**src/hw/rltm_defines.svh**
```systemverilog
// offsets, field positions, codes and reset values of the relink/test control
`ifndef RLTM_DEFINES_SVH
`define RLTM_DEFINES_SVH
`define RLTM_OFS_RX_MODE 7'h41
`define RLTM_OFS_TX_STATUS 7'h42
`define RLTM_OFS_OUT_PORT 7'h43
`define RLTM_OFS_POWER 7'h44
`define RLTM_OFS_RX_STATUS 7'h45
`define RLTM_OFS_EXEC_CFG 7'h47
`define RLTM_OFS_LINK_MODE 7'h50
`define RLTM_OFS_TX_CFG 7'h5B
`define RLTM_OFS_LINK_CFG 7'h3E
`define RLTM_OFS_RX_CFG 7'h4B
`define RLTM_OFS_TEST_MODE 7'h7E
`define RLTM_OFS_TEST_CHAN 7'h7F
`define RLTM_FORCE_BIT 4
`define RLTM_SLAVE_OFF_BIT 6
`define RLTM_TEST_TX_BIT 7
`define RLTM_CODE_SINGLE 8'h63
`define RLTM_CODE_SWEEP 8'h73
`define RLTM_XFER_START 8'h01
`define RLTM_PWR_0DBM 2'h3
`define RLTM_RESET_BYTE 8'h00
`define RLTM_HOST_CMD 4'h0
`define RLTM_HOST_STATUS 4'h4
`define RLTM_CMD_WRITE_BIT 16
`define RLTM_RESP_OKAY 2'h0
`define RLTM_RESP_SLVERR 2'h2
`endif

```
**src/hw/rltm_pkg.sv**
```systemverilog
// state types of the relink/test control ends
package rltm_pkg;
   typedef struct packed {
      logic ack;
      logic [7:0] rdata;
      logic link_up_d;
      logic reconfig;
      logic [7:0] link_mode;
      logic [7:0] tx_status_pend;
      logic [3:0] rate_active;
      logic [7:0] rx_mode;
      logic rx_mode_b2;
      logic [7:0] out_port_pend;
      logic [5:0] out_port_active;
      logic [1:0] power;
      logic [7:0] test_code_pend;
      logic [7:0] test_chan_pend;
      logic test_on;
      logic test_sweep;
      logic test_tx;
      logic [6:0] test_chan;
      logic [1:0] tx_power;
      logic [3:0] busy;
      logic [3:0] fail;
      logic slave_off;
      logic send_auto;
      logic send_pins;
   } rltm_dev_t;

   typedef struct packed {
      logic awready;
      logic wready;
      logic arready;
      logic bvalid;
      logic [1:0] bresp;
      logic rvalid;
      logic [1:0] rresp;
      logic [31:0] rdata;
      logic aw_have;
      logic [3:0] aw_addr;
      logic w_have;
      logic [31:0] w_data;
      logic req;
      logic we;
      logic [6:0] addr;
      logic [7:0] wdata;
      logic [7:0] rbyte;
   } rltm_host_t;
endpackage

```
**src/hw/rltm_if.sv**
```systemverilog
// register port between the controller and the device end
interface rltm_if;
   logic req;
   logic we;
   logic [6:0] addr;
   logic [7:0] wdata;
   logic [7:0] rdata;
   logic ack;
   modport dev (input req, input we, input addr, input wdata, output rdata, output ack);
   modport host (output req, output we, output addr, output wdata, input rdata, input ack);
endinterface

```
**src/hw/rltm_device.sv**
```systemverilog
// device end: relink, auto-transfer and test mode control
//
// Contract
// - rx transfer status skips receiver mode register
// - reconfigure whenever a link is established
// - link mode bit 4 forces relink
// - listed settings change only at reconfiguration
// - only eeprom load disables receiver slave
// - hop table loaded locally on each side
// - transmitter sends sampling rate while locating
// - transmitter sends receiver mode while locating
// - receiver sends input pins locating and streaming
// - remote execute transfer register to receiver masters
// - test registers then force bit enter test
// - test mode left and changed only by reset
// - test registers reachable through slave interface
// - eeprom bit6 removes slave; low data aborts
// - codes 0x63 single, 0x73 sweep
// - channel bit7 tx/rx, bits 6:0 offset
// - test mode forces 0 dBm output power
// - transfer status: 1 busy, 0 ok, 2 failed
//
// Our own choice: register access over AXI4-Lite.
`include "rltm_defines.svh"
module rltm_device #(
   parameter bit RECEIVER = 1'b0
) (
   input wire logic MCLK,
   input wire logic NRST,
   rltm_if.dev BUS,
   input wire logic LINK_LOCATE,
   input wire logic LINK_UP,
   input wire logic [3:0] XFER_DONE,
   input wire logic [3:0] XFER_FAIL,
   input wire logic EE_LOAD_DONE,
   input wire logic EE_SLAVE_OFF,
   input wire logic EE_DATA,
   output logic RECONFIG,
   output logic [3:0] RATE_ACTIVE,
   output logic RX_MODE_B2,
   output logic [5:0] OUT_PORT_ACTIVE,
   output logic [3:0] XFER_BUSY,
   output logic SEND_AUTO_CFG,
   output logic SEND_PINS,
   output logic SLAVE_EN,
   output logic TEST_ACTIVE,
   output logic TEST_SWEEP,
   output logic TEST_TX,
   output logic [6:0] TEST_CHAN,
   output logic [1:0] TX_POWER
);
   rltm_pkg::rltm_dev_t q;
   rltm_pkg::rltm_dev_t next_q;
   logic ee_data_sync;

   if (RECEIVER !== 1'b0 && RECEIVER !== 1'b1) begin : g_chk
      $error("RECEIVER must be 0 or 1");
   end

   rltm_sync #(.WIDTH(1)) u_ee_sync (
      .MCLK(MCLK),
      .NRST(NRST),
      .D(EE_DATA),
      .Q(ee_data_sync)
   );

   // transfer channel index of an offset, 4 when none
   function automatic logic [2:0] xfer_index(input logic [6:0] a);
      case (a)
         `RLTM_OFS_TX_CFG: xfer_index = 3'd0;
         `RLTM_OFS_LINK_CFG: xfer_index = 3'd1;
         `RLTM_OFS_RX_CFG: xfer_index = 3'd2;
         `RLTM_OFS_EXEC_CFG: xfer_index = 3'd3;
         default: xfer_index = 3'd4;
      endcase
   endfunction

   function automatic logic is_test_code(input logic [7:0] c);
      is_test_code = (c == `RLTM_CODE_SINGLE) || (c == `RLTM_CODE_SWEEP);
   endfunction

   function automatic logic [7:0] read_reg(input rltm_pkg::rltm_dev_t s, input logic [6:0] a);
      logic [2:0] x;
      x = xfer_index(a);
      read_reg = 8'h00;
      if (x != 3'd4) begin
         read_reg = {6'h00, s.fail[x[1:0]], s.busy[x[1:0]]};
      end else begin
         case (a)
            `RLTM_OFS_LINK_MODE: read_reg = s.link_mode;
            `RLTM_OFS_TX_STATUS: read_reg = s.tx_status_pend;
            `RLTM_OFS_RX_MODE: read_reg = s.rx_mode;
            `RLTM_OFS_OUT_PORT: read_reg = s.out_port_pend;
            `RLTM_OFS_POWER: read_reg = {6'h00, s.power};
            `RLTM_OFS_RX_STATUS: read_reg = {1'b0, s.slave_off, 6'h00};
            default: read_reg = 8'h00;
         endcase
      end
   endfunction

   always_comb begin
      logic force_relink;
      logic [2:0] x;
      force_relink = 1'b0;
      x = xfer_index(BUS.addr);
      next_q = q;
      next_q.ack = 1'b0;
      next_q.link_up_d = LINK_UP;
      // link engine outcomes; a start write is only taken when idle
      for (int i = 0; i < 4; i++) begin
         if (XFER_DONE[i]) begin
            next_q.busy[i] = 1'b0;
            next_q.fail[i] = 1'b0;
         end else if (XFER_FAIL[i]) begin
            next_q.busy[i] = 1'b0;
            next_q.fail[i] = 1'b1;
         end
      end
      if (BUS.req && !q.ack) begin
         next_q.ack = 1'b1;
         // no slave interface: reads give zero, writes are dropped
         next_q.rdata = q.slave_off ? 8'h00 : read_reg(q, BUS.addr);
         if (BUS.we && !q.slave_off) begin
            if (x != 3'd4) begin
               if (BUS.wdata == `RLTM_XFER_START && !q.busy[x[1:0]]) begin
                  next_q.busy[x[1:0]] = 1'b1;
                  next_q.fail[x[1:0]] = 1'b0;
               end
            end else begin
               case (BUS.addr)
                  `RLTM_OFS_LINK_MODE: begin
                     next_q.link_mode = BUS.wdata;
                     next_q.link_mode[`RLTM_FORCE_BIT] = 1'b0;
                     force_relink = BUS.wdata[`RLTM_FORCE_BIT];
                  end
                  `RLTM_OFS_TX_STATUS: begin
                     if (!q.busy[0]) begin
                        next_q.tx_status_pend = BUS.wdata;
                     end
                  end
                  `RLTM_OFS_RX_MODE: next_q.rx_mode = BUS.wdata;
                  `RLTM_OFS_OUT_PORT: begin
                     if (!q.busy[2]) begin
                        next_q.out_port_pend = BUS.wdata;
                     end
                  end
                  `RLTM_OFS_POWER: next_q.power = BUS.wdata[1:0];
                  `RLTM_OFS_TEST_MODE: begin
                     if (!q.test_on) begin
                        next_q.test_code_pend = BUS.wdata;
                     end
                  end
                  `RLTM_OFS_TEST_CHAN: begin
                     if (!q.test_on) begin
                        next_q.test_chan_pend = BUS.wdata;
                     end
                  end
                  default: next_q.rdata = next_q.rdata;
               endcase
            end
         end
      end
      next_q.reconfig = force_relink || (LINK_UP && !q.link_up_d);
      if (next_q.reconfig) begin
         next_q.rate_active = q.tx_status_pend[6:3];
         next_q.rx_mode_b2 = q.rx_mode[2];
         next_q.out_port_active = q.out_port_pend[5:0];
      end
      if (force_relink && !q.test_on && is_test_code(q.test_code_pend)) begin
         next_q.test_on = 1'b1;
         next_q.test_sweep = (q.test_code_pend == `RLTM_CODE_SWEEP);
         next_q.test_tx = q.test_chan_pend[`RLTM_TEST_TX_BIT];
         next_q.test_chan = q.test_chan_pend[6:0];
      end
      next_q.tx_power = next_q.test_on ? `RLTM_PWR_0DBM : next_q.power;
      // sampling rate and receiver mode ride the locate exchange
      next_q.send_auto = !RECEIVER && LINK_LOCATE && !next_q.test_on;
      next_q.send_pins = RECEIVER && (LINK_LOCATE || LINK_UP) && !next_q.test_on;
      if (RECEIVER && EE_LOAD_DONE && EE_SLAVE_OFF && ee_data_sync) begin
         next_q.slave_off = 1'b1;
      end
   end

   always_ff @(posedge MCLK or negedge NRST) begin
      if (!NRST) begin
         q <= '0;
      end else begin
         q <= next_q;
      end
   end

   assign BUS.ack = q.ack;
   assign BUS.rdata = q.rdata;
   assign RECONFIG = q.reconfig;
   assign RATE_ACTIVE = q.rate_active;
   assign RX_MODE_B2 = q.rx_mode_b2;
   assign OUT_PORT_ACTIVE = q.out_port_active;
   assign XFER_BUSY = q.busy;
   assign SEND_AUTO_CFG = q.send_auto;
   assign SEND_PINS = q.send_pins;
   assign SLAVE_EN = !q.slave_off;
   assign TEST_ACTIVE = q.test_on;
   assign TEST_SWEEP = q.test_sweep;
   assign TEST_TX = q.test_tx;
   assign TEST_CHAN = q.test_chan;
   assign TX_POWER = q.tx_power;
endmodule

```
**src/hw/rltm_sync.sv**
```systemverilog
// two-flop synchroniser for pin levels
module rltm_sync #(
   parameter int WIDTH = 1
) (
   input wire logic MCLK,
   input wire logic NRST,
   input wire logic [WIDTH-1:0] D,
   output logic [WIDTH-1:0] Q
);
   logic [WIDTH-1:0] meta;
   always_ff @(posedge MCLK or negedge NRST) begin
      if (!NRST) begin
         meta <= '0;
         Q <= '0;
      end else begin
         meta <= D;
         Q <= meta;
      end
   end
endmodule

```
**src/flat_wrapper.sv**
```systemverilog
// flat-port wrapper written by rule: the top's interface ports become plain ports
module rltm_device_flat 
#(
   parameter bit RECEIVER = 1'b0
)
  (MCLK, NRST, LINK_LOCATE, LINK_UP, XFER_DONE, XFER_FAIL, EE_LOAD_DONE, EE_SLAVE_OFF, EE_DATA, RECONFIG, RATE_ACTIVE, RX_MODE_B2, OUT_PORT_ACTIVE, XFER_BUSY, SEND_AUTO_CFG, SEND_PINS, SLAVE_EN, TEST_ACTIVE, TEST_SWEEP, TEST_TX, TEST_CHAN, TX_POWER, BUS_req, BUS_we, BUS_addr, BUS_wdata, BUS_rdata, BUS_ack);
  rltm_if BUS_i ();
  input wire logic MCLK;
  input wire logic NRST;
  input wire logic LINK_LOCATE;
  input wire logic LINK_UP;
  input wire logic [3:0] XFER_DONE;
  input wire logic [3:0] XFER_FAIL;
  input wire logic EE_LOAD_DONE;
  input wire logic EE_SLAVE_OFF;
  input wire logic EE_DATA;
  output logic RECONFIG;
  output logic [3:0] RATE_ACTIVE;
  output logic RX_MODE_B2;
  output logic [5:0] OUT_PORT_ACTIVE;
  output logic [3:0] XFER_BUSY;
  output logic SEND_AUTO_CFG;
  output logic SEND_PINS;
  output logic SLAVE_EN;
  output logic TEST_ACTIVE;
  output logic TEST_SWEEP;
  output logic TEST_TX;
  output logic [6:0] TEST_CHAN;
  output logic [1:0] TX_POWER;
  input wire logic [$bits(BUS_i.req)-1:0] BUS_req;
  input wire logic [$bits(BUS_i.we)-1:0] BUS_we;
  input wire logic [$bits(BUS_i.addr)-1:0] BUS_addr;
  input wire logic [$bits(BUS_i.wdata)-1:0] BUS_wdata;
  output wire logic [$bits(BUS_i.rdata)-1:0] BUS_rdata;
  output wire logic [$bits(BUS_i.ack)-1:0] BUS_ack;
  assign BUS_i.req = BUS_req;
  assign BUS_i.we = BUS_we;
  assign BUS_i.addr = BUS_addr;
  assign BUS_i.wdata = BUS_wdata;
  assign BUS_rdata = BUS_i.rdata;
  assign BUS_ack = BUS_i.ack;
  rltm_device #(.RECEIVER(RECEIVER)) u_core (.MCLK(MCLK), .NRST(NRST), .BUS(BUS_i), .LINK_LOCATE(LINK_LOCATE), .LINK_UP(LINK_UP), .XFER_DONE(XFER_DONE), .XFER_FAIL(XFER_FAIL), .EE_LOAD_DONE(EE_LOAD_DONE), .EE_SLAVE_OFF(EE_SLAVE_OFF), .EE_DATA(EE_DATA), .RECONFIG(RECONFIG), .RATE_ACTIVE(RATE_ACTIVE), .RX_MODE_B2(RX_MODE_B2), .OUT_PORT_ACTIVE(OUT_PORT_ACTIVE), .XFER_BUSY(XFER_BUSY), .SEND_AUTO_CFG(SEND_AUTO_CFG), .SEND_PINS(SEND_PINS), .SLAVE_EN(SLAVE_EN), .TEST_ACTIVE(TEST_ACTIVE), .TEST_SWEEP(TEST_SWEEP), .TEST_TX(TEST_TX), .TEST_CHAN(TEST_CHAN), .TX_POWER(TX_POWER));
endmodule
```
**config.mk**
```make
export PLATFORM = sky130hd
export DESIGN_NAME = rltm_device_flat
export DESIGN_NICKNAME = d
export VERILOG_FILES = /design/src/hw/rltm_pkg.sv /design/src/hw/rltm_if.sv /design/src/hw/rltm_device.sv /design/src/hw/rltm_sync.sv /design/src/flat_wrapper.sv
export VERILOG_INCLUDE_DIRS = /design/src /design/src/hw
export SDC_FILE = /design/constraint.sdc
export NUM_CORES = 1
export LEC_CHECK = 0
export ABC_CLOCK_PERIOD_IN_PS = 4700
export BUFFER_PORTS_ARGS = -buffer_cell sky130_fd_sc_hd__buf_2
export CAP_MARGIN = 20
export CORE_ASPECT_RATIO = 1.5
export CORE_MARGIN = 10
export CORE_UTILIZATION = 45
export DETAILED_ROUTE_END_ITERATION = 8
export PLACE_DENSITY_LB_ADDON = 0.08
export SYNTH_ARGS = -nofsm -noshare
export SYNTH_HDL_FRONTEND = slang
export SYNTH_SLANG_ARGS = --single-unit
```
**constraint.sdc**
```tcl
create_clock -name MCLK -period 4.7 [get_ports MCLK]
set_input_delay 0 -clock MCLK [delete_from_list [all_inputs] [get_ports MCLK]]
set_output_delay 0 -clock MCLK [all_outputs]
set_load 0.02 [all_outputs]
```
==> results.json <==
{
  "grt.busiest_layer": "met2",
  "pwr-share-comb": 0.082,
  "wl_per_cell_um": 20.3,
  "io_pins": 72,
  "drive_gt1_frac": 0.393,
  "grt_max_degree": 66,
  "core.rowCount": 43,
  "ir_drop_mv": 0.219,
  "use_met1": 0.176,
  "critical_path_class": "flip-flop to flip-flop",
  "area_growth_pct": 13.7,
  "die_h_um": 140,
  "clockBufferDepth": 2,
  "yosysWarnings": 0,
  "slew_viol_final": 0,
  "grt_pass1_vias": 3031,
  "layout_commonest_cell": "dfrtp_1",
  "antenna_found_initial": 0,
  "post_cts_resized": 0,
  "htree_levels": 3,
  "gp_congestion": 0.833,
  "syn-instance-count": 345,
  "relSlewSlack": 0.441,
  "setup_violations": 0,
  "p_sw_w": 0.000374,
  "synth_fp_nets": 377,
  "overflow": 0,
  "clockRootBuffer": "clkbuf_16",
  "synth_edf_count": 0,
  "hold_viol": 0,
  "first_pass_iters": 6,
  "fin_crit_ps": 2320,
  "swShare": 0.229,
  "die_w_um": 99.9,
  "power.leakage_nw": 2.54,
  "die_area_sq_um": 14000,
  "seq_area_frac_synth": 0.535,
  "drtIter0Drc": 140,
  "clock_latency_ps": 330,
  "critPathMaxFanout": 8,
  "grt.total_usage": 0.151,
  "required_ps": 4920,
  "drcViolationCount": 0,
  "coreArea_sq_um": 9310,
  "rsz0062_at_grt": "false",
  "viasPerCell": 5.56,
  "dpl.hpwl_um": 7240,
  "start_util": 0.463,
  "fin_worst_skew_ps": 5.51,
  "hold_class": "primary input to flip-flop",
  "cap_violations": 0,
  "mostFrequentLayoutCells": "dfrtp_1, buf_2, mux2_2",
  "fin_nets": 422,
  "ant_nets": 0,
  "grt_use_met3": 0.0416,
  "synthDistinctLibCells": 51,
  "cts_tree": "built",
  "seqPwrFrac": 0.510,
  "ys_ff_latch": 92,
  "vias": 2813,
  "tns_ps": 0,
  "finalCritPeriodShare": 0.493,
  "avgSynthCellArea_sq_um": 12.5,
  "synth_area_sq_um": 4310,
  "outcome": "finished clean",
  "numCtsBuffers": 9,
  "startpoint_type": "flip-flop",
  "wirelength_um": 10300,
  "grt_pass1_wl_um": 16500,
  "tightest_slew_ps": 839,
  "finalHoldWorstSlack_ps": 39.9,
  "yosys_most_used_dff": "dfrtp_1",
  "power.internal_w": 0.00126,
  "setup.worst_path.end_class": "flip-flop",
  "cts.sinks": 92,
  "port_buffers": 66,
  "power_density_nw_per_um2": 333,
  "final_util": 0.526,
  "crit_arrival_ps": 2530,
  "antenna_cells": 0,
  "cts.reportedPaths.clkPinSlew_ps": 60,
  "power.share.clock": 0.408,
  "max_freq_mhz": 432,
  "async_flop_share": 1.00,
  "use_met2": 0.256
}
[synth_stat cells, types with 3 or more instances]
| cell type | instances | area, sq um |
|---|---|---|
| a21o_1 | 4 | 30.0 |
| a21oi_1 | 3 | 15.0 |
| a221o_1 | 7 | 70.1 |
| a22o_1 | 6 | 52.6 |
| buf_2 | 4 | 20.0 |
| buf_4 | 33 | 248 |
| clkbuf_1 | 10 | 37.5 |
| dfrtp_1 | 92 | 2300 |
| inv_1 | 6 | 22.5 |
| mux2_2 | 61 | 687 |
| mux2_4 | 8 | 120 |
| mux2i_1 | 6 | 60.1 |
| nand2_1 | 8 | 30.0 |
| nand2b_1 | 4 | 25.0 |
| nand3_1 | 4 | 20.0 |
| nand4_1 | 4 | 25.0 |
| nor2_1 | 20 | 75.1 |
| nor2b_1 | 3 | 18.8 |
| nor3_1 | 9 | 45.0 |
| nor3b_1 | 5 | 37.5 |
| o21ai_0 | 5 | 25.0 |
| or3_1 | 4 | 25.0 |
[metal layers]
metal / vias up / share of wire
met5: - / 0
met4: 0 / 0.018
met3: 13 / 0.053
met2: 77 / 0.51
met1: 1438 / 0.42
li1: 1285 / -
[through the flow]
step / setup slack (ps) / std cells / instance area (sq um) / total power, W
after floorplan: 2650 / 345 / 4310 / 0.000919
after global placement: 2190 / 476 / 4480 / 0.000970
after detailed placement: 2170 / 476 / 4480 / 0.000973
after CTS: 2370 / 506 / 4900 / 0.00165
after global routing: 2140 / 506 / 4900 / 0.00169
final: 2380 / 506 / 4900 / 0.00163
[cells by family after synthesis]
| logic type | Yosys count | synth area share |
|---|---|---|
| flops | 92 | 0.535 |
| simple gates | 79 | 0.108 |
| mux | 75 | 0.201 |
| buf+inv | 57 | 0.0817 |
| compound gates | 38 | 0.0689 |
| xor+xnor | 2 | 0.00407 |
| other cells | 2 | 0.00174 |
[worst max-delay path, cell delays in order, from the launching register on]
cell and delay (ps):
dfrtp_1 390, and3b_1 400, nand3_1 190, or4_1 810
mux2_4 410
[sequential cells by signal, summed over array words and instances (netlist names)]
register and cells:
u_core.q 54, u_core.BUS.rdata 8, u_core.TEST_CHAN 7, u_core.OUT_PORT_ACTIVE 6, u_core.RATE_ACTIVE 4, u_core.XFER_BUSY 4
u_core.TX_POWER 2, u_core.BUS.ack 1, u_core.RECONFIG 1, u_core.RX_MODE_B2 1, u_core.SEND_AUTO_CFG 1, u_core.TEST_ACTIVE 1
u_core.TEST_SWEEP 1, u_core.TEST_TX 1
[area by class of cell]
class	instances	area, sq um
Multi-Input combinational cell	196	1650
Clock inverter	2	10.0
Inverter	7	26.3
Sequential cell	92	2300
Timing Repair Buffer	84	505
Fill cell	840	4410
Clock buffer	13	260
Tap cell	112	140
[power by group through the flow]
stage | registers [W] | clock network (W) | logic [W]
floorplan | 0.000845 | 0 | 0.0000746
global placement | 0.000845 | 0 | 0.000125
detailed placement | 0.000846 | 0 | 0.000127
CTS | 0.000831 | 0.000685 | 0.000137
global route | 0.000834 | 0.000711 | 0.000149
finish | 0.000831 | 0.000665 | 0.000134
[worst paths after layout]
kind,depth (start not counted),to,startpoint,slack (ps)
max,4,u_core.q[70]$_DFFE_PN0P_,u_core.BUS.ack$_DFF_PN0_,2380
min,2,u_core.q[62]$_DFFE_PN0P_,BUS_wdata[6],40
max reg2reg,4,u_core.q[70]$_DFFE_PN0P_,u_core.BUS.ack$_DFF_PN0_,2380
min reg2reg,1,u_core.BUS.rdata[4]$_DFFE_PN0P_,u_core.BUS.rdata[4]$_DFFE_PN0P_,490
max in group asynchronous,3,u_core.q[61]$_DFFE_PN0P_,NRST,3420
min in group asynchronous,2,u_core.RECONFIG$_DFF_PN0_,NRST,110
[repair_timing]
item,CTS,global route
buffers inserted,0,0
hold endpoints to repair,37,0
hold buffers,15,0
Power figures use the tool's default switching activity.
